File: src/asp_pkg.sv
package asp_pkg;
   // control word and packet layout
   localparam int WORD_W = 8;
   localparam int PKT_W = 24;
   localparam int RES_W = 18;
   localparam int FLD_W = 3;
   localparam int CFG_W = 6;
   localparam int VALID_BIT = 7;
   localparam int CH_HI = 5;
   localparam int CH_LO = 3;
   localparam int RNG_HI = 2;
   localparam int RNG_LO = 0;
   localparam logic [2:0] WORD_LAST_BIT = 3'h7;
   localparam logic [4:0] PKT_LAST = 5'h17;
   // sequencer
   localparam int SEQ_DEPTH = 16;
   localparam int PTR_W = 4;
   localparam int LEN_W = 5;
   localparam int NUM_CH = 8;
   localparam int BIT_W = 3;
   localparam int IDX_W = 5;
   localparam logic [4:0] SEQ_FULL = 5'h10;
   localparam logic [4:0] DEFAULT_LEN = 5'h08;
   localparam logic [2:0] RANGE_DEFAULT = 3'h7;
   // result buffer
   localparam int BUF_DEPTH = 2;
   localparam logic [1:0] BUF_FULL = 2'h2;
   // pin vector positions
   localparam int PIN_W = 5;
   localparam int PIN_SCK = 0;
   localparam int PIN_SDI = 1;
   localparam int PIN_CS = 2;
   localparam int PIN_CNV = 3;
   localparam int PIN_DDR = 4;
   // timing
   localparam longint CLK_HZ = 40_000_000;
   localparam longint WINDOW_DELAY_MS = 10;
   localparam int WINDOW_DELAY_CYCLES = int'(CLK_HZ * WINDOW_DELAY_MS / 1000);

   typedef enum logic [2:0] {
      ST_POWERUP = 3'b001,
      ST_WINDOW  = 3'b010,
      ST_CONVERT = 3'b100
   } asp_state_t;
endpackage

File: src/asp_serial_port.sv
`timescale 1ns/1ps
module asp_serial_port #(
   parameter int WINDOW_DELAY_CYCLES = asp_pkg::WINDOW_DELAY_CYCLES
) (
   // clock, reset, enable
   input wire logic clk_sys_i,
   input wire logic reset_i,
   input wire logic clk_en_i,
   // serial pins
   input wire logic host_shift_clock_i,
   input wire logic host_serial_in_i,
   input wire logic chip_select_n_i,
   input wire logic conversion_start_i,
   input wire logic interface_ddr_sel_i,
   output logic result_serial_out_o,
   output logic result_serial_out_oe_o,
   output logic echoed_shift_clock_o,
   output logic echoed_shift_clock_oe_o,
   // converter core
   input wire logic busy_i,
   input wire logic result_valid_i,
   output logic result_ready_o,
   input wire logic [asp_pkg::RES_W-1:0] result_data_i,
   output logic [asp_pkg::FLD_W-1:0] channel_select_field_o,
   output logic [asp_pkg::FLD_W-1:0] range_code_o,
   output logic cfg_load_o,
   // status
   output logic window_open_o
);
   localparam int CNT_W = $clog2(WINDOW_DELAY_CYCLES + 1);
   localparam logic [CNT_W-1:0] CNT_LAST = CNT_W'(WINDOW_DELAY_CYCLES - 1);

   function automatic logic [asp_pkg::CFG_W-1:0] word_cfg(
      input logic [asp_pkg::WORD_W-1:0] w);
      word_cfg = {w[asp_pkg::CH_HI:asp_pkg::CH_LO],
                  w[asp_pkg::RNG_HI:asp_pkg::RNG_LO]};
   endfunction

   function automatic logic [asp_pkg::PTR_W-1:0] ptr_wrap(
      input logic [asp_pkg::LEN_W-1:0] nxt,
      input logic [asp_pkg::LEN_W-1:0] len);
      ptr_wrap = (nxt >= len) ? '0 : nxt[asp_pkg::PTR_W-1:0];
   endfunction

   function automatic logic pkt_bit(input logic [asp_pkg::PKT_W-1:0] p,
                                    input logic [asp_pkg::IDX_W-1:0] i);
      pkt_bit = p[asp_pkg::PKT_LAST - i];
   endfunction

   logic [asp_pkg::PIN_W-1:0] pins_raw;
   logic [asp_pkg::PIN_W-1:0] pins_s;
   asp_pkg::asp_state_t state_r;
   logic [CNT_W-1:0] pwr_cnt_r;
   logic sck_prev_r;
   logic cnv_prev_r;
   logic busy_prev_r;
   logic sck_s;
   logic sck_rise;
   logic sck_fall;
   logic ddr_mode;
   logic cs_act;
   logic shift_evt;
   logic cnv_rise;
   logic busy_fall;
   logic in_win;
   logic conv_take;
   logic [asp_pkg::WORD_W-1:0] in_shift_r;
   logic [asp_pkg::BIT_W-1:0] in_cnt_r;
   logic [asp_pkg::WORD_W-1:0] new_word;
   logic word_done;
   logic accept;
   logic [asp_pkg::LEN_W-1:0] new_cnt_r;
   logic [asp_pkg::CFG_W-1:0] seq_mem [asp_pkg::SEQ_DEPTH];
   logic [asp_pkg::LEN_W-1:0] seq_len_r;
   logic [asp_pkg::PTR_W-1:0] seq_ptr_r;
   logic [asp_pkg::CFG_W-1:0] cfg_r;
   logic cfg_load_r;
   logic [asp_pkg::PKT_W-1:0] pkt_r;
   logic [asp_pkg::PKT_W-1:0] load_pkt;
   logic [asp_pkg::IDX_W-1:0] pkt_idx_r;
   logic [asp_pkg::IDX_W-1:0] idx_nxt;
   logic sdo_r;
   logic echo_r;
   logic oe_r;
   logic buf_out_valid;
   logic [asp_pkg::PKT_W-1:0] buf_out_data;

   assign pins_raw = {interface_ddr_sel_i, conversion_start_i,
                      chip_select_n_i, host_serial_in_i, host_shift_clock_i};

   asp_sync u_sync (
      .clk_sys_i(clk_sys_i),
      .reset_i(reset_i),
      .clk_en_i(clk_en_i),
      .async_i(pins_raw),
      .sync_o(pins_s)
   );

   assign sck_s = pins_s[asp_pkg::PIN_SCK];
   assign sck_rise = sck_s & ~sck_prev_r;
   assign sck_fall = ~sck_s & sck_prev_r;
   assign ddr_mode = pins_s[asp_pkg::PIN_DDR];
   // bus live only with select low
   assign cs_act = ~pins_s[asp_pkg::PIN_CS];
   // a stray falling edge at select assertion relies on idle low
   assign shift_evt = cs_act & (sck_rise | (ddr_mode & sck_fall));
   assign cnv_rise = pins_s[asp_pkg::PIN_CNV] & ~cnv_prev_r;
   assign busy_fall = busy_prev_r & ~busy_i;
   assign in_win = (state_r == asp_pkg::ST_WINDOW);
   assign conv_take = clk_en_i & in_win & cnv_rise;
   assign window_open_o = in_win;

   always_ff @(posedge clk_sys_i) begin
      if (reset_i) begin
         sck_prev_r <= 1'b0;
         cnv_prev_r <= 1'b0;
         busy_prev_r <= 1'b0;
      end else if (clk_en_i) begin
         sck_prev_r <= sck_s;
         cnv_prev_r <= pins_s[asp_pkg::PIN_CNV];
         busy_prev_r <= busy_i;
      end
   end

   // window after power-up delay and on busy fall
   always_ff @(posedge clk_sys_i) begin
      if (reset_i) begin
         state_r <= asp_pkg::ST_POWERUP;
         pwr_cnt_r <= '0;
      end else if (clk_en_i) begin
         case (state_r)
            asp_pkg::ST_POWERUP: begin
               if (pwr_cnt_r == CNT_LAST) begin
                  state_r <= asp_pkg::ST_WINDOW;
               end else begin
                  pwr_cnt_r <= pwr_cnt_r + CNT_W'(1);
               end
            end
            asp_pkg::ST_WINDOW: begin
               if (cnv_rise) begin
                  state_r <= asp_pkg::ST_CONVERT;
               end
            end
            asp_pkg::ST_CONVERT: begin
               if (busy_fall) begin
                  state_r <= asp_pkg::ST_WINDOW;
               end
            end
            default: begin
               state_r <= asp_pkg::ST_POWERUP;
            end
         endcase
      end
   end

   assign new_word = {in_shift_r[asp_pkg::WORD_W-2:0],
                      pins_s[asp_pkg::PIN_SDI]};
   // words taken only while the window is open
   assign word_done = shift_evt & in_win & ~cnv_rise &
                      (in_cnt_r == asp_pkg::WORD_LAST_BIT);
   // cap at sixteen, skip invalid words
   assign accept = word_done & new_word[asp_pkg::VALID_BIT] &
                   (new_cnt_r != asp_pkg::SEQ_FULL);

   // partial word dropped when conversion starts
   always_ff @(posedge clk_sys_i) begin
      if (reset_i) begin
         in_shift_r <= '0;
         in_cnt_r <= '0;
      end else if (clk_en_i) begin
         if (conv_take || !in_win) begin
            in_cnt_r <= '0;
         end else if (shift_evt) begin
            in_shift_r <= new_word;
            in_cnt_r <= in_cnt_r + 3'h1;
         end
      end
   end

   always_ff @(posedge clk_sys_i) begin
      if (reset_i) begin
         new_cnt_r <= '0;
      end else if (clk_en_i) begin
         if (conv_take || !in_win) begin
            new_cnt_r <= '0;
         end else if (accept) begin
            new_cnt_r <= new_cnt_r + 5'h01;
         end
      end
   end

   // old sequence is overwritten in place; only the head is read at start
   always_ff @(posedge clk_sys_i) begin
      if (reset_i) begin
         for (int i = 0; i < asp_pkg::SEQ_DEPTH; i++) begin
            seq_mem[i] <= {i[asp_pkg::FLD_W-1:0], asp_pkg::RANGE_DEFAULT};
         end
      end else if (clk_en_i && accept) begin
         seq_mem[new_cnt_r[asp_pkg::PTR_W-1:0]] <= word_cfg(new_word);
      end
   end

   always_ff @(posedge clk_sys_i) begin
      if (reset_i) begin
         seq_len_r <= asp_pkg::DEFAULT_LEN;
         seq_ptr_r <= '0;
         cfg_r <= {{asp_pkg::FLD_W{1'b0}}, asp_pkg::RANGE_DEFAULT};
         cfg_load_r <= 1'b0;
      end else if (clk_en_i) begin
         cfg_load_r <= conv_take;
         if (conv_take) begin
            if (new_cnt_r != 5'h00) begin
               seq_len_r <= new_cnt_r;
               cfg_r <= seq_mem[0];
               seq_ptr_r <= ptr_wrap(5'h01, new_cnt_r);
            end else begin
               cfg_r <= seq_mem[seq_ptr_r];
               seq_ptr_r <= ptr_wrap({1'b0, seq_ptr_r} + 5'h01, seq_len_r);
            end
         end
      end
   end

   // range code straight to the analog side
   assign channel_select_field_o = cfg_r[asp_pkg::CFG_W-1:asp_pkg::FLD_W];
   assign range_code_o = cfg_r[asp_pkg::FLD_W-1:0];
   assign cfg_load_o = cfg_load_r;

   // two entries let a result wait while the previous packet still shifts
   // result, channel, range packed msb first
   asp_skid u_skid (
      .clk_sys_i(clk_sys_i),
      .reset_i(reset_i),
      .clk_en_i(clk_en_i),
      .in_valid_i(result_valid_i),
      .in_ready_o(result_ready_o),
      .in_data_i({result_data_i, cfg_r}),
      .out_valid_o(buf_out_valid),
      .out_ready_i(busy_fall),
      .out_data_o(buf_out_data)
   );

   assign load_pkt = buf_out_valid ? buf_out_data : pkt_r;
   // packet repeats after the last bit
   assign idx_nxt = (pkt_idx_r == asp_pkg::PKT_LAST) ? '0 :
                    pkt_idx_r + 5'h01;

   always_ff @(posedge clk_sys_i) begin
      if (reset_i) begin
         pkt_r <= '0;
         pkt_idx_r <= '0;
         sdo_r <= 1'b0;
         echo_r <= 1'b0;
         oe_r <= 1'b0;
      end else if (clk_en_i) begin
         oe_r <= cs_act;
         if (busy_fall) begin
            // load finished result, echo forced low
            pkt_r <= load_pkt;
            pkt_idx_r <= '0;
            sdo_r <= pkt_bit(load_pkt, '0);
            echo_r <= 1'b0;
         end else if (shift_evt) begin
            pkt_idx_r <= idx_nxt;
            sdo_r <= pkt_bit(pkt_r, idx_nxt);
            // echo follows or halves the clock
            echo_r <= ddr_mode ? sck_s : ~echo_r;
         end
      end
   end

   assign result_serial_out_o = sdo_r;
   assign echoed_shift_clock_o = echo_r;
   assign result_serial_out_oe_o = oe_r;
   assign echoed_shift_clock_oe_o = oe_r;

   logic [asp_pkg::PTR_W-1:0] acc_idx;
   logic [asp_pkg::CFG_W-1:0] acc_cfg;
   logic [asp_pkg::CFG_W-1:0] head_cfg;
   logic [asp_pkg::CFG_W-1:0] cur_cfg;
   assign acc_idx = new_cnt_r[asp_pkg::PTR_W-1:0];
   assign acc_cfg = word_cfg(new_word);
   assign head_cfg = seq_mem[0];
   assign cur_cfg = seq_mem[seq_ptr_r];
endmodule

File: src/asp_sync.sv
`timescale 1ns/1ps
module asp_sync (
   // clock and reset
   input wire logic clk_sys_i,
   input wire logic reset_i,
   input wire logic clk_en_i,
   // pins
   input wire logic [asp_pkg::PIN_W-1:0] async_i,
   output logic [asp_pkg::PIN_W-1:0] sync_o
);
   // select idles high; a zero reset would fake a select after reset
   localparam logic [asp_pkg::PIN_W-1:0] PIN_IDLE =
      {{(asp_pkg::PIN_W-1){1'b0}}, 1'b1} << asp_pkg::PIN_CS;
   logic [asp_pkg::PIN_W-1:0] meta_r;
   logic [asp_pkg::PIN_W-1:0] sync_r;

   always_ff @(posedge clk_sys_i) begin
      if (reset_i) begin
         meta_r <= PIN_IDLE;
         sync_r <= PIN_IDLE;
      end else if (clk_en_i) begin
         meta_r <= async_i;
         sync_r <= meta_r;
      end
   end

   assign sync_o = sync_r;
endmodule

File: src/asp_skid.sv
`timescale 1ns/1ps
module asp_skid (
   // clock and reset
   input wire logic clk_sys_i,
   input wire logic reset_i,
   input wire logic clk_en_i,
   // fill side
   input wire logic in_valid_i,
   output logic in_ready_o,
   input wire logic [asp_pkg::PKT_W-1:0] in_data_i,
   // drain side
   output logic out_valid_o,
   input wire logic out_ready_i,
   output logic [asp_pkg::PKT_W-1:0] out_data_o
);
   logic [asp_pkg::PKT_W-1:0] mem_r [asp_pkg::BUF_DEPTH];
   logic wr_ptr_r;
   logic rd_ptr_r;
   logic [1:0] count_r;
   logic push;
   logic pop;

   assign in_ready_o = (count_r != asp_pkg::BUF_FULL);
   assign out_valid_o = (count_r != 2'h0);
   assign out_data_o = mem_r[rd_ptr_r];
   assign push = clk_en_i & in_valid_i & in_ready_o;
   assign pop = clk_en_i & out_ready_i & out_valid_o;

   always_ff @(posedge clk_sys_i) begin
      if (reset_i) begin
         wr_ptr_r <= 1'b0;
         rd_ptr_r <= 1'b0;
         count_r <= 2'h0;
      end else begin
         if (push) begin
            wr_ptr_r <= ~wr_ptr_r;
         end
         if (pop) begin
            rd_ptr_r <= ~rd_ptr_r;
         end
         if (push && !pop) begin
            count_r <= count_r + 2'h1;
         end else if (pop && !push) begin
            count_r <= count_r - 2'h1;
         end
      end
   end

   always_ff @(posedge clk_sys_i) begin
      if (reset_i) begin
         for (int i = 0; i < asp_pkg::BUF_DEPTH; i++) begin
            mem_r[i] <= '0;
         end
      end else if (push) begin
         mem_r[wr_ptr_r] <= in_data_i;
      end
   end
endmodule

File: config.mk
export PLATFORM = sky130hd
export DESIGN_NAME = asp_serial_port
export DESIGN_NICKNAME = d
export VERILOG_FILES = /design/src/asp_pkg.sv /design/src/asp_serial_port.sv /design/src/asp_sync.sv /design/src/asp_skid.sv
export SDC_FILE = /design/constraint.sdc
export NUM_CORES = 1
export LEC_CHECK = 0
export BUFFER_PORTS_ARGS = -buffer_cell sky130_fd_sc_hd__buf_2
export CAP_MARGIN = 10
export CORE_ASPECT_RATIO = 1.25
export CORE_MARGIN = 3
export CORE_UTILIZATION = 45
export CTS_CLUSTER_SIZE = 30
export DETAILED_ROUTE_END_ITERATION = 6
export GPL_TIMING_DRIVEN = 0
export PLACE_DENSITY = 0.73
export SYNTH_ARGS = -nofsm -noshare
export SYNTH_HDL_FRONTEND = slang
export SYNTH_HIERARCHICAL = 1
export SYNTH_SLANG_ARGS = --single-unit
File: constraint.sdc
create_clock -name clk_sys_i -period 2.95 [get_ports clk_sys_i]
set_clock_uncertainty 0.2 [all_clocks]
set_input_delay 0.59 -clock clk_sys_i [delete_from_list [all_inputs] [get_ports clk_sys_i]]
set_output_delay 0.59 -clock clk_sys_i [all_outputs]
set_load 0.05 [all_outputs]
==> results of run 1 <==
[per-layer routing]
metal | vias up | track usage, %
li1 | 3702 | -
met4 | 0 | 6.77
met1 | 3724 | 20.4
met2 | 162 | 35.1
met3 | 51 | 2.71
met5 | - | 0
[layout by cell type (no fill, tap or decap), drive strengths merged, types with 9 or more instances in the layout]
cell / netlist / layout
mux2: 27 / 27
xor2: 18 / 18
o21ai: 10 / 10
mux4: 27 / 27
mux2i: 30 / 30
nor2: 91 / 91
edfxtp: 144 / 144
or3: 76 / 76
dfxtp: 107 / 107
nand3: 12 / 12
buf: 13 / 61
inv: 12 / 12
nor2b: 15 / 15
a21oi: 47 / 47
or2: 18 / 18
a211oi: 14 / 14
ha: 15 / 15
xnor2: 9 / 9
nand2: 87 / 87
clkbuf: 58 / 86
nand2b: 13 / 13
nor3: 10 / 10
and2: 74 / 74
[worst paths after layout]
check	startpoint	endpoint	slack [ps]	cells after the start
hold reg to reg	pkt_r[22]	pkt_r[22]	250	2
setup reg to reg	state_r[0]	seq_mem[10][0]	110	8
setup / recovery	state_r[0]	seq_mem[10][0]	110	8
hold / removal	chip_select_n_i	u_sync/meta_r[2]	80	2
[worst register-to-register path, delay by kind of cell, from the launching register on]
kind | cells | cell delay, ps
AOI/OAI and AO/OA | 1 | 230
buffers and inverters | 2 | 440
DFF | 1 | 300
and+or+nand+nor | 5 | 1380
[logic make-up after synthesis]
group	share of synthesized area [%]
muxes	10.6
DFF	56.5
adders and majority gates	1.64
buffers and inverters	3.04
and+or+nand+nor	19.9
xor gates and xnor gates	2.13
AOI/OAI and AO/OA	6.25
[flip-flops by register name, indices dropped and copies added (netlist names), 6 cells and up, named ones only]
register      cells
u_skid/mem_r     48
cfg_r             6
pkt_r            24
in_shift_r        7
pwr_cnt_r        19
seq_mem          96
[power groups by stage]
stage | Clock (W) | Sequential (W) | Combinational, W
floorplan | 0 | 0.00393 | 0.000224
global placement | 0 | 0.00394 | 0.000320
detailed placement | 0 | 0.00395 | 0.000324
CTS | 0.00325 | 0.00387 | 0.000327
global route | 0.00339 | 0.00388 | 0.000364
finish | 0.00321 | 0.00387 | 0.000335
[cell type report]
type                            instances  area share (%)
Multi-Input combinational cell        663            36.1
Clock inverter                         12           0.864
Clock buffer                           33            5.59
Timing Repair Buffer                   44            1.92
Inverter                               12           0.346
Buffer                                 70            2.36
Tap cell                              330            3.17
Sequential cell                       251            49.6
[repair_timing]
item / CTS / global route
endpoints found under the setup margin: 87 / 164
pin swaps: 0 / 1
buffers inserted: 0 / 3
gates resized for setup: 5 / 27
hold buffers: 0 / 0
[metrics by stage]
stage | utilization, % | setup WS [ps] | total power (W) | TNS (ps) | instances
floorplan | - | 114 | 0.00415 | 0 | 997
global placement | 48.7 | -820 | 0.00426 | -95060 | 1367
detailed placement | 48.7 | -862 | 0.00427 | -99080 | 1367
CTS | 52.2 | -56.3 | 0.00745 | -1740 | 1411
global route | 52.7 | 2.20 | 0.00764 | 0 | 1415
finish | 52.7 | 110 | 0.00742 | 0 | 1415
==> reports/results.ini, run 1 <==
[worst_setup_path]
crit_buf_inv = 2
cp.arrival_ps = 2860
start_kind = register
criticalPathCategory = reg -> reg
critPathMaxFanout = 10
crit_path_end_kind = register
cp.required_ps = 2970
crit_chain = clkbuf_1 -> or3b_4 -> a2111oi_4 -> nor3b_4 -> nand2_1 -> buf_2 -> nor2_1 -> or2_2
critPathTopFamily = simple AND/OR/NAND/NOR gates
critPathSlowestCell = or3b_4
cpPeakStageDelay_ps = 440

[yosys]
yosys.area.top_type = edfxtp_1
synth_cell_types = 62
syn_area_per_cell_sq_um = 11.5
synth_warnings = 6
async_flop_share_pct = 0
synth_top_area_share_pct = 37.8
post-synth-top-count-cell = edfxtp_1
synth_area_leaders = edfxtp_1 (38%), dfxtp_1 (19%), mux4_2 (5.3%)
ys_top_cells_by_count = edfxtp_1 (144), dfxtp_1 (107), nor2_1 (91)
mappedNetlistArea_sq_um = 11400
ys_ff_latch = 251
syn_nets = 1040
seq_area_frac_synth_pct = 56.5
synth_cells = 997
synthFlopType = edfxtp_1
synth_edf_count = 144

[placement]
finalWeightedCongestion = 0.847
hpwl_mm = 18.2
dpl_cell_area_sq_um = 12100
portBuffers = 40

[drt]
routed-via-count = 7639
route.met3.wl_um = 987
route.detailed.drc = 0
ant_nets = 0
first_pass_iters = 5
routed.top_layer = met4
wl_per_cell_um = 17.9
wl_mm = 25.4
wl_met1_mm = 9.74
viasPerCell = 5.40
route.met2.wl_mm = 13.9
dr.first_iter.drc_count = 539

[flow_run]
max_cap_violations = 0

[global_route]
antenna_found_initial = 0
grt.total_usage_pct = 18.3
grt_start_max_net_pins = 25
grt_overflow = 0
grt_pass1_wl_mm = 39.9
grt_pass1_vias = 7660

[floorplan]
start_util_pct = 46.3
rows = 64
die_w_um = 149
io_pins = 41
dieArea_sq_um = 27400
core_sq_um = 24700
fp.dieH_um = 184

[sta]
setup_viol = 0
worstMarginPinSlew_ps = 777
clock.fmax_ghz = 0.352
hold_viol = 0
slew_headroom_pct = 48.2
finalCriticalPeriod_ps = 2840
rsz0062_at_grt = yes
finalCritPeriodShare_pct = 96.3
holdWs_ps = 79.7
slew_violations = 0

[finish]
regArea_sq_um = 6470
fillers = 2073
syn_to_final_growth_pct = 13.9
drive_gt1_share_pct = 17.8
multi_input_area_sq_um = 4710
fin_area_sq_um = 13000
nNetsFinal = 1110
n_antenna_cell = 0

[pwr]
seq_power_share_pct = 52.2
internal-power_w = 0.00586
combinationalPowerShare_pct = 4.5
p_leak_nw = 4.60
peakVddDrop_v = 0.000355
switching_share_pct = 20.9
powerDensity_nw_per_um2 = 569
pwr-share-clk_pct = 43.3
p_sw_w = 0.00155

[clock_network]
cts_num_sinks = 251
clk_latency_ps = 520
clk_pin_slew_worst_paths_ps = 60
htree_levels = 1
numCtsBuffers = 25
cts-root-buf = clkbuf_16
cts_tree = built
clock_path_buffers = 3

[hold_path]
min_path_type = in -> reg

[outcome]
status = completed

No activity file was read; power rests on OpenSTA's default activity.
==> run 2, diff against run 1 <==
--- a/config.mk
+++ b/config.mk
@@ -7,7 +7,6 @@
 export LEC_CHECK = 0
 export BUFFER_PORTS_ARGS = -buffer_cell sky130_fd_sc_hd__buf_2
 export CAP_MARGIN = 10
-export CORE_ASPECT_RATIO = 1.25
 export CORE_MARGIN = 3
 export CORE_UTILIZATION = 45
 export CTS_CLUSTER_SIZE = 30
==> reports/results.ini, run 2 (synthesized netlist as in run 1, its figures left out) <==
[outcome]
status = completed

[finish]
fin_util_pct = 52.8  ; +0.14 points
fillers = 2168  ; +4.6%
largest_reg_flops = 96  ; unchanged
top_register = seq_mem
final_cell_mix = edfxtp_1 (144), dfxtp_1 (107), nor2_1 (91)
syn_to_final_growth_pct = 13.8  ; about the same
nNetsFinal = 1109  ; -0.090%
regArea_sq_um = 6470  ; unchanged
drive_gt1_share_pct = 17.7  ; -0.092 points
final_common_cell = edfxtp_1
multi_input_area_sq_um = 4700  ; -0.16%
n_antenna_cell = 0  ; unchanged
top_regs = seq_mem x96, u_skid/mem_r x48, pkt_r x24

[drt]
routed-via-count = 7647  ; +0.10%
dr.first_iter.drc_count = 515  ; -4.5%
wl_per_cell_um = 18.5  ; +3.2%
ant_nets = 0  ; unchanged
viasPerCell = 5.43  ; +0.53%
route.detailed.drc = 0  ; unchanged
first_pass_iters = 5  ; unchanged
wl_mm = 26.1  ; +2.8%

[worst_setup_path]
cpPeakStageDelay_ps = 610  ; +170 ps
critPathMaxFanout = 10  ; unchanged
critPathSlowestCell = mux4_2
critical_path_depth = 7  ; -1
r2r_slack_ps = 130  ; +20 ps
cp.arrival_ps = 3010  ; +150 ps
criticalPathCategory = reg -> reg
crit_chain = clkbuf_1 -> buf_2 -> mux4_2 -> mux2i_1 -> a211oi_1 -> a211oi_1 -> nor3_1
start_kind = register
crit_buf_inv = 2  ; unchanged
cp.required_ps = 3140  ; +170 ps
path_common_cell = a211oi_1
crit_path_end_kind = register
critPathTopFamily = multiplexers
rr_worst_depth = 7  ; -1

[pwr]
seq_power_share_pct = 51.6  ; -0.6 points
switching_share_pct = 21.0  ; +0.045 points
powerDensity_nw_per_um2 = 577  ; +1.3%
p_sw_w = 0.00158  ; +1.5%
pwr-share-clk_pct = 44.0  ; +0.7 points
combinationalPowerShare_pct = 4.5  ; about the same
p_leak_nw = 4.62  ; +0.38%
internal-power_w = 0.00594  ; +1.3%
peakVddDrop_v = 0.000446  ; +26%

[sta]
holdWs_ps = 67.8  ; -11.9 ps
worstMarginPinSlew_ps = 755  ; -21.7 ps
setup_viol = 0  ; unchanged
slew_headroom_pct = 49.3  ; +1.1 points
finalCriticalPeriod_ps = 2820  ; -18.8 ps
finalCritPeriodShare_pct = 95.6  ; -0.64 points
rsz0062_at_grt = no
clock.fmax_ghz = 0.355  ; +0.67%
hold_viol = 0  ; unchanged
slew_violations = 0  ; unchanged

[global_route]
grt.total_usage_pct = 19.3  ; +0.93 points
grt_start_max_net_pins = 25  ; unchanged
grt_pass1_vias = 7527  ; -1.7%
grt_pass1_wl_mm = 41.0  ; +2.8%
grt_overflow = 0  ; unchanged
antenna_found_initial = 0  ; unchanged

[hold_path]
whs_path_depth = 2  ; unchanged
min_path_type = in -> reg

[placement]
portBuffers = 40  ; unchanged
finalWeightedCongestion = 0.872  ; +2.9%
hpwl_mm = 18.7  ; +2.8%

[clock_network]
clk_pin_slew_worst_paths_ps = 60  ; about the same
cts_num_sinks = 251  ; unchanged
clk_latency_ps = 530  ; about the same
cts.hold.buffers_added = 0  ; unchanged
numCtsBuffers = 26  ; +4.0%
cts-root-buf = clkbuf_16
cts_tree = built
htree_levels = 1  ; unchanged
clock_path_buffers = 3  ; unchanged

[floorplan]
core_sq_um = 24700  ; -0.27%
rows = 57  ; -11%
dieArea_sq_um = 27400  ; about the same
io_pins = 41  ; unchanged
fp.dieH_um = 165  ; -10%
die_w_um = 165  ; +11%
start_util_pct = 46.4  ; +0.13 points

[flow_run]
max_cap_violations = 0  ; unchanged

run 2: per-layer routing:
layer	track usage [%]	wire (um)
met2	33.8	12900
met3	2.84	1190
met5	0	0
met4	5.48	744
met1	24.9	11200
run 2: power groups by stage:
stage                     registers [W]  clock network [W]  logic [W]
final                           0.00388            0.00330   0.000335
after global routing            0.00389            0.00350   0.000365
after CTS                       0.00388            0.00336   0.000333
after detailed placement        0.00395                  0   0.000329
after global placement          0.00394                  0   0.000322
after floorplan                 0.00393                  0   0.000224
run 2: worst reg2reg max path: stages, from the launching register on:
cell and delay (ps):
dfxtp_1 310, clkbuf_1 310, buf_2 460, mux4_2 610
mux2i_1 250, a211oi_1 120, a211oi_1 320, nor3_1 90
run 2: path summary, 6_finish.rpt:
| kind | from | endpoint |
|---|---|---|
| setup / recovery | register | cfg_r[4] |
| hold / removal | chip_select_n_i | u_sync/meta_r[2] |
| setup reg to reg | register | cfg_r[4] |
| hold reg to reg | pkt_r[1] | pkt_r[1] |
run 2: area by class of cell:
| class | instances | area share [%] |
|---|---|---|
| Buffer | 69 | 2.34 |
| Clock buffer | 38 | 5.90 |
| Clock inverter | 9 | 0.835 |
| Inverter | 12 | 0.346 |
| Multi-Input combinational cell | 663 | 36.1 |
| Sequential cell | 251 | 49.6 |
| Tap cell | 324 | 3.11 |
| Timing Repair Buffer | 43 | 1.77 |
run 2: repair_timing:
| action | in CTS | in global routing |
|---|---|---|
| hold endpoints to repair | 0 | 0 |
| buffers inserted | 0 | 2 |
| resized for setup | 11 | 15 |
| pin swaps | 0 | 1 |
| setup endpoints to repair | 68 | 145 |
run 2: stage by stage:
| step | setup TNS, ps | std cells | cell area (sq um) | worst slack, ps | total power [W] |
|---|---|---|---|---|---|
| 5_1_grt | 0 | 1409 | 13000 | 6.28 | 0.00776 |
| 2_1_floorplan | 0 | 997 | 11400 | 114 | 0.00415 |
| 4_1_cts | 0 | 1408 | 13000 | 5.26 | 0.00757 |
| 6_report | 0 | 1409 | 13000 | 129 | 0.00751 |
| 3_5_place_dp | -99650 | 1361 | 12100 | -889 | 0.00428 |
| 3_3_place_gp | -83540 | 1361 | 12100 | -770 | 0.00426 |
==> run 3, diff against run 2 <==
--- a/config.mk
+++ b/config.mk
@@ -9,9 +9,12 @@
 export CAP_MARGIN = 10
 export CORE_MARGIN = 3
 export CORE_UTILIZATION = 45
+export CTS_CLUSTER_DIAMETER = 40
 export CTS_CLUSTER_SIZE = 30
 export DETAILED_ROUTE_END_ITERATION = 6
 export GPL_TIMING_DRIVEN = 0
+export HOLD_SLACK_MARGIN = 0.1
+export MAX_ROUTING_LAYER = met4
 export PLACE_DENSITY = 0.73
 export SYNTH_ARGS = -nofsm -noshare
 export SYNTH_HDL_FRONTEND = slang
==> reports/results.ini, run 3 (synthesized netlist as in run 1, its figures left out) <==
[outcome]
status = completed

[sta]
worstMarginPinSlew_ps = 1210  ; +456 ps
finalCritPeriodShare_pct = 95.7  ; +0.13 points
setup_viol = 0  ; unchanged
rsz0062_at_grt = yes
slew_headroom_pct = 19.3  ; -30 points
hold_viol = 0  ; unchanged
slew_violations = 0  ; unchanged
fin_ws_ps = 125  ; -3.73 ps
finalCriticalPeriod_ps = 2820  ; +3.73 ps
clock.fmax_ghz = 0.354  ; -0.13%

[flow_run]
max_cap_violations = 0  ; unchanged

[clock_network]
cts-root-buf = clkbuf_16
cts_num_sinks = 251  ; unchanged
clk_latency_ps = 520  ; about the same
htree_levels = 2  ; +1
numCtsBuffers = 35  ; +35%
post_cts_buffers = 0  ; unchanged
clk_pin_slew_worst_paths_ps = 50  ; about the same
clock_path_buffers = 3  ; unchanged
cts_tree = built

[floorplan]
rows = 57  ; unchanged
dieArea_sq_um = 27400  ; unchanged
io_pins = 41  ; unchanged
start_util_pct = 46.4  ; unchanged
fp.dieH_um = 165  ; unchanged
core_sq_um = 24700  ; unchanged
die_w_um = 165  ; unchanged

[pwr]
peakVddDrop_v = 0.000385  ; -14%
p_leak_nw = 4.71  ; +2.0%
powerDensity_nw_per_um2 = 622  ; +7.9%

[global_route]
met2_usage_pct = 34.2  ; +0.41 points
grt_pass1_vias = 7703  ; +2.3%
grt_util_met1_pct = 24.7  ; -0.21 points
gr-max-usage-layer = met2
grt_overflow = 0  ; unchanged
grt_start_max_net_pins = 25  ; unchanged
antenna_found_initial = 0  ; unchanged
grt.total_usage_pct = 20.2  ; +0.93 points
grt_pass1_wl_mm = 41.4  ; +1.1%
grt_use_met3_pct = 3.49  ; +0.65 points

[worst_setup_path]
r2r_slack_ps = 130  ; about the same
critPathSlowestCell = or3b_4
cpPeakStageDelay_ps = 450  ; -160 ps
crit_chain = clkbuf_1 -> or3b_4 -> a2111oi_4 -> nor3b_4 -> nand2_2 -> buf_2 -> nor2_1 -> or2_2
rr_worst_depth = 8  ; +1
reg2reg_from = state_r[0]
r2r_end = seq_mem[11][0]
critPathMaxFanout = 10  ; unchanged
cp.arrival_ps = 2830  ; -180 ps
crit_path_end_kind = register
cp.required_ps = 2960  ; -180 ps
criticalPathCategory = reg -> reg
start_kind = register

[hold_path]
min_path_type = in -> reg
hp-start = host_serial_in_i
hold_end = u_sync/meta_r[1]
whs_path_depth = 3  ; +1

[finish]
syn_to_final_growth_pct = 16.1
top_register = seq_mem
fin_area_sq_um = 13300  ; +1.9%
largest_reg_flops = 96  ; unchanged
fin_util_pct = 53.8  ; +1.0 points
top_regs = seq_mem x96, u_skid/mem_r x48, pkt_r x24
n_antenna_cell = 0  ; unchanged
fillers = 2137  ; -1.4%
final_cell_mix = edfxtp_1 (144), dfxtp_1 (107), nor2_1 (90)
final_common_cell = edfxtp_1
drive_gt1_share_pct = 18.8  ; +1.1 points
nNetsFinal = 1117  ; +0.72%

[placement]
hpwl_mm = 18.7  ; unchanged
finalWeightedCongestion = 0.886  ; +1.6%
portBuffers = 40  ; unchanged
place_ws_ps = -889  ; unchanged
dpl_cell_area_sq_um = 12100  ; unchanged

[drt]
ant_nets = 0  ; unchanged
wl_mm = 26.3  ; +0.98%
wl_per_cell_um = 18.5  ; -0.16%
route.detailed.drc = 0  ; unchanged
viasPerCell = 5.41  ; -0.32%
routed-via-count = 7709  ; +0.81%
first_pass_iters = 5  ; unchanged
dr.first_iter.drc_count = 623  ; +21%

run 3: cell types whose count changed in the layout (fill, tap and decap cells not counted), moves of 2 or more:
| cell | before | now |
|---|---|---|
| clkinv_4 | 0 | 4 |
| clkinvlp_4 | 1 | 5 |
| clkbuf_16 | 27 | 35 |
| inv_6 | 0 | 4 |
| buf_4 | 3 | 1 |
| clkbuf_8 | 5 | 1 |
run 3: critical path, delay by kind of cell, from the launching register on:
kind	cells	cell delay, ps
DFF	1	290
buffers and inverters	2	430
AOI/OAI and AO/OA	1	220
and+or+nand+nor	5	1370
run 3: routing by layer:
layer	vias to the layer above	wire length, um
met2	181	13200
met1	3742	11000
met5	-	0
met4	0	703
li1	3736	-
met3	50	1370
run 3: repair_timing:
item	in CTS	in global routing
endpoints found under the setup margin	72	160
hold buffers	1	0
endpoints found under the hold margin	1	0
gates resized for setup	6	21
run 3: cell type report:
type | count | area [sq um] | share of cell area (%)
plain buffers | 70 | 310 | 2.34
clock buffers | 40 | 905 | 6.81
clock inverters | 24 | 254 | 1.91
inverters | 12 | 45.0 | 0.339
multi-input cells | 663 | 4690 | 35.3
flip-flops and latches | 251 | 6470 | 48.7
well taps | 324 | 405 | 3.05
repair buffers | 41 | 210 | 1.58
run 3: power by group:
group | internal, W | leakage (nW) | total (W) | switching (W)
sequential | 0.00383 | 2.32 | 0.00388 | 0.0000535
combinational | 0.000131 | 1.84 | 0.000331 | 0.000199
clock | 0.00244 | 0.552 | 0.00405 | 0.00161
total | 0.00640 | 4.71 | 0.00826 | 0.00186
run 3: how the worst max path moves through the flow:
| stage | depth (start not counted) | endpoint | startpoint |
|---|---|---|---|
| after floorplan | 7 | seq_mem[7][0] | clk_en_i |
| after global placement | 8 | seq_mem[7][3] | clk_en_i |
| after detailed placement | 8 | seq_mem[7][5] | clk_en_i |
| after CTS | 7 | seq_mem[12][1] | state_r[0] |
| after global routing | 8 | seq_mem[11][0] | state_r[0] |
| final | 8 | seq_mem[11][0] | state_r[0] |
run 3: per-stage QoR:
step	setup TNS, ps	hold slack (ps)	cells	power, W
after floorplan	0	229	997	0.00415
after global placement	-83540	241	1361	0.00426
after detailed placement	-99650	249	1361	0.00428
after CTS	-784	107	1426	0.00833
after global routing	-407	121	1425	0.00853
final	0	124	1425	0.00826
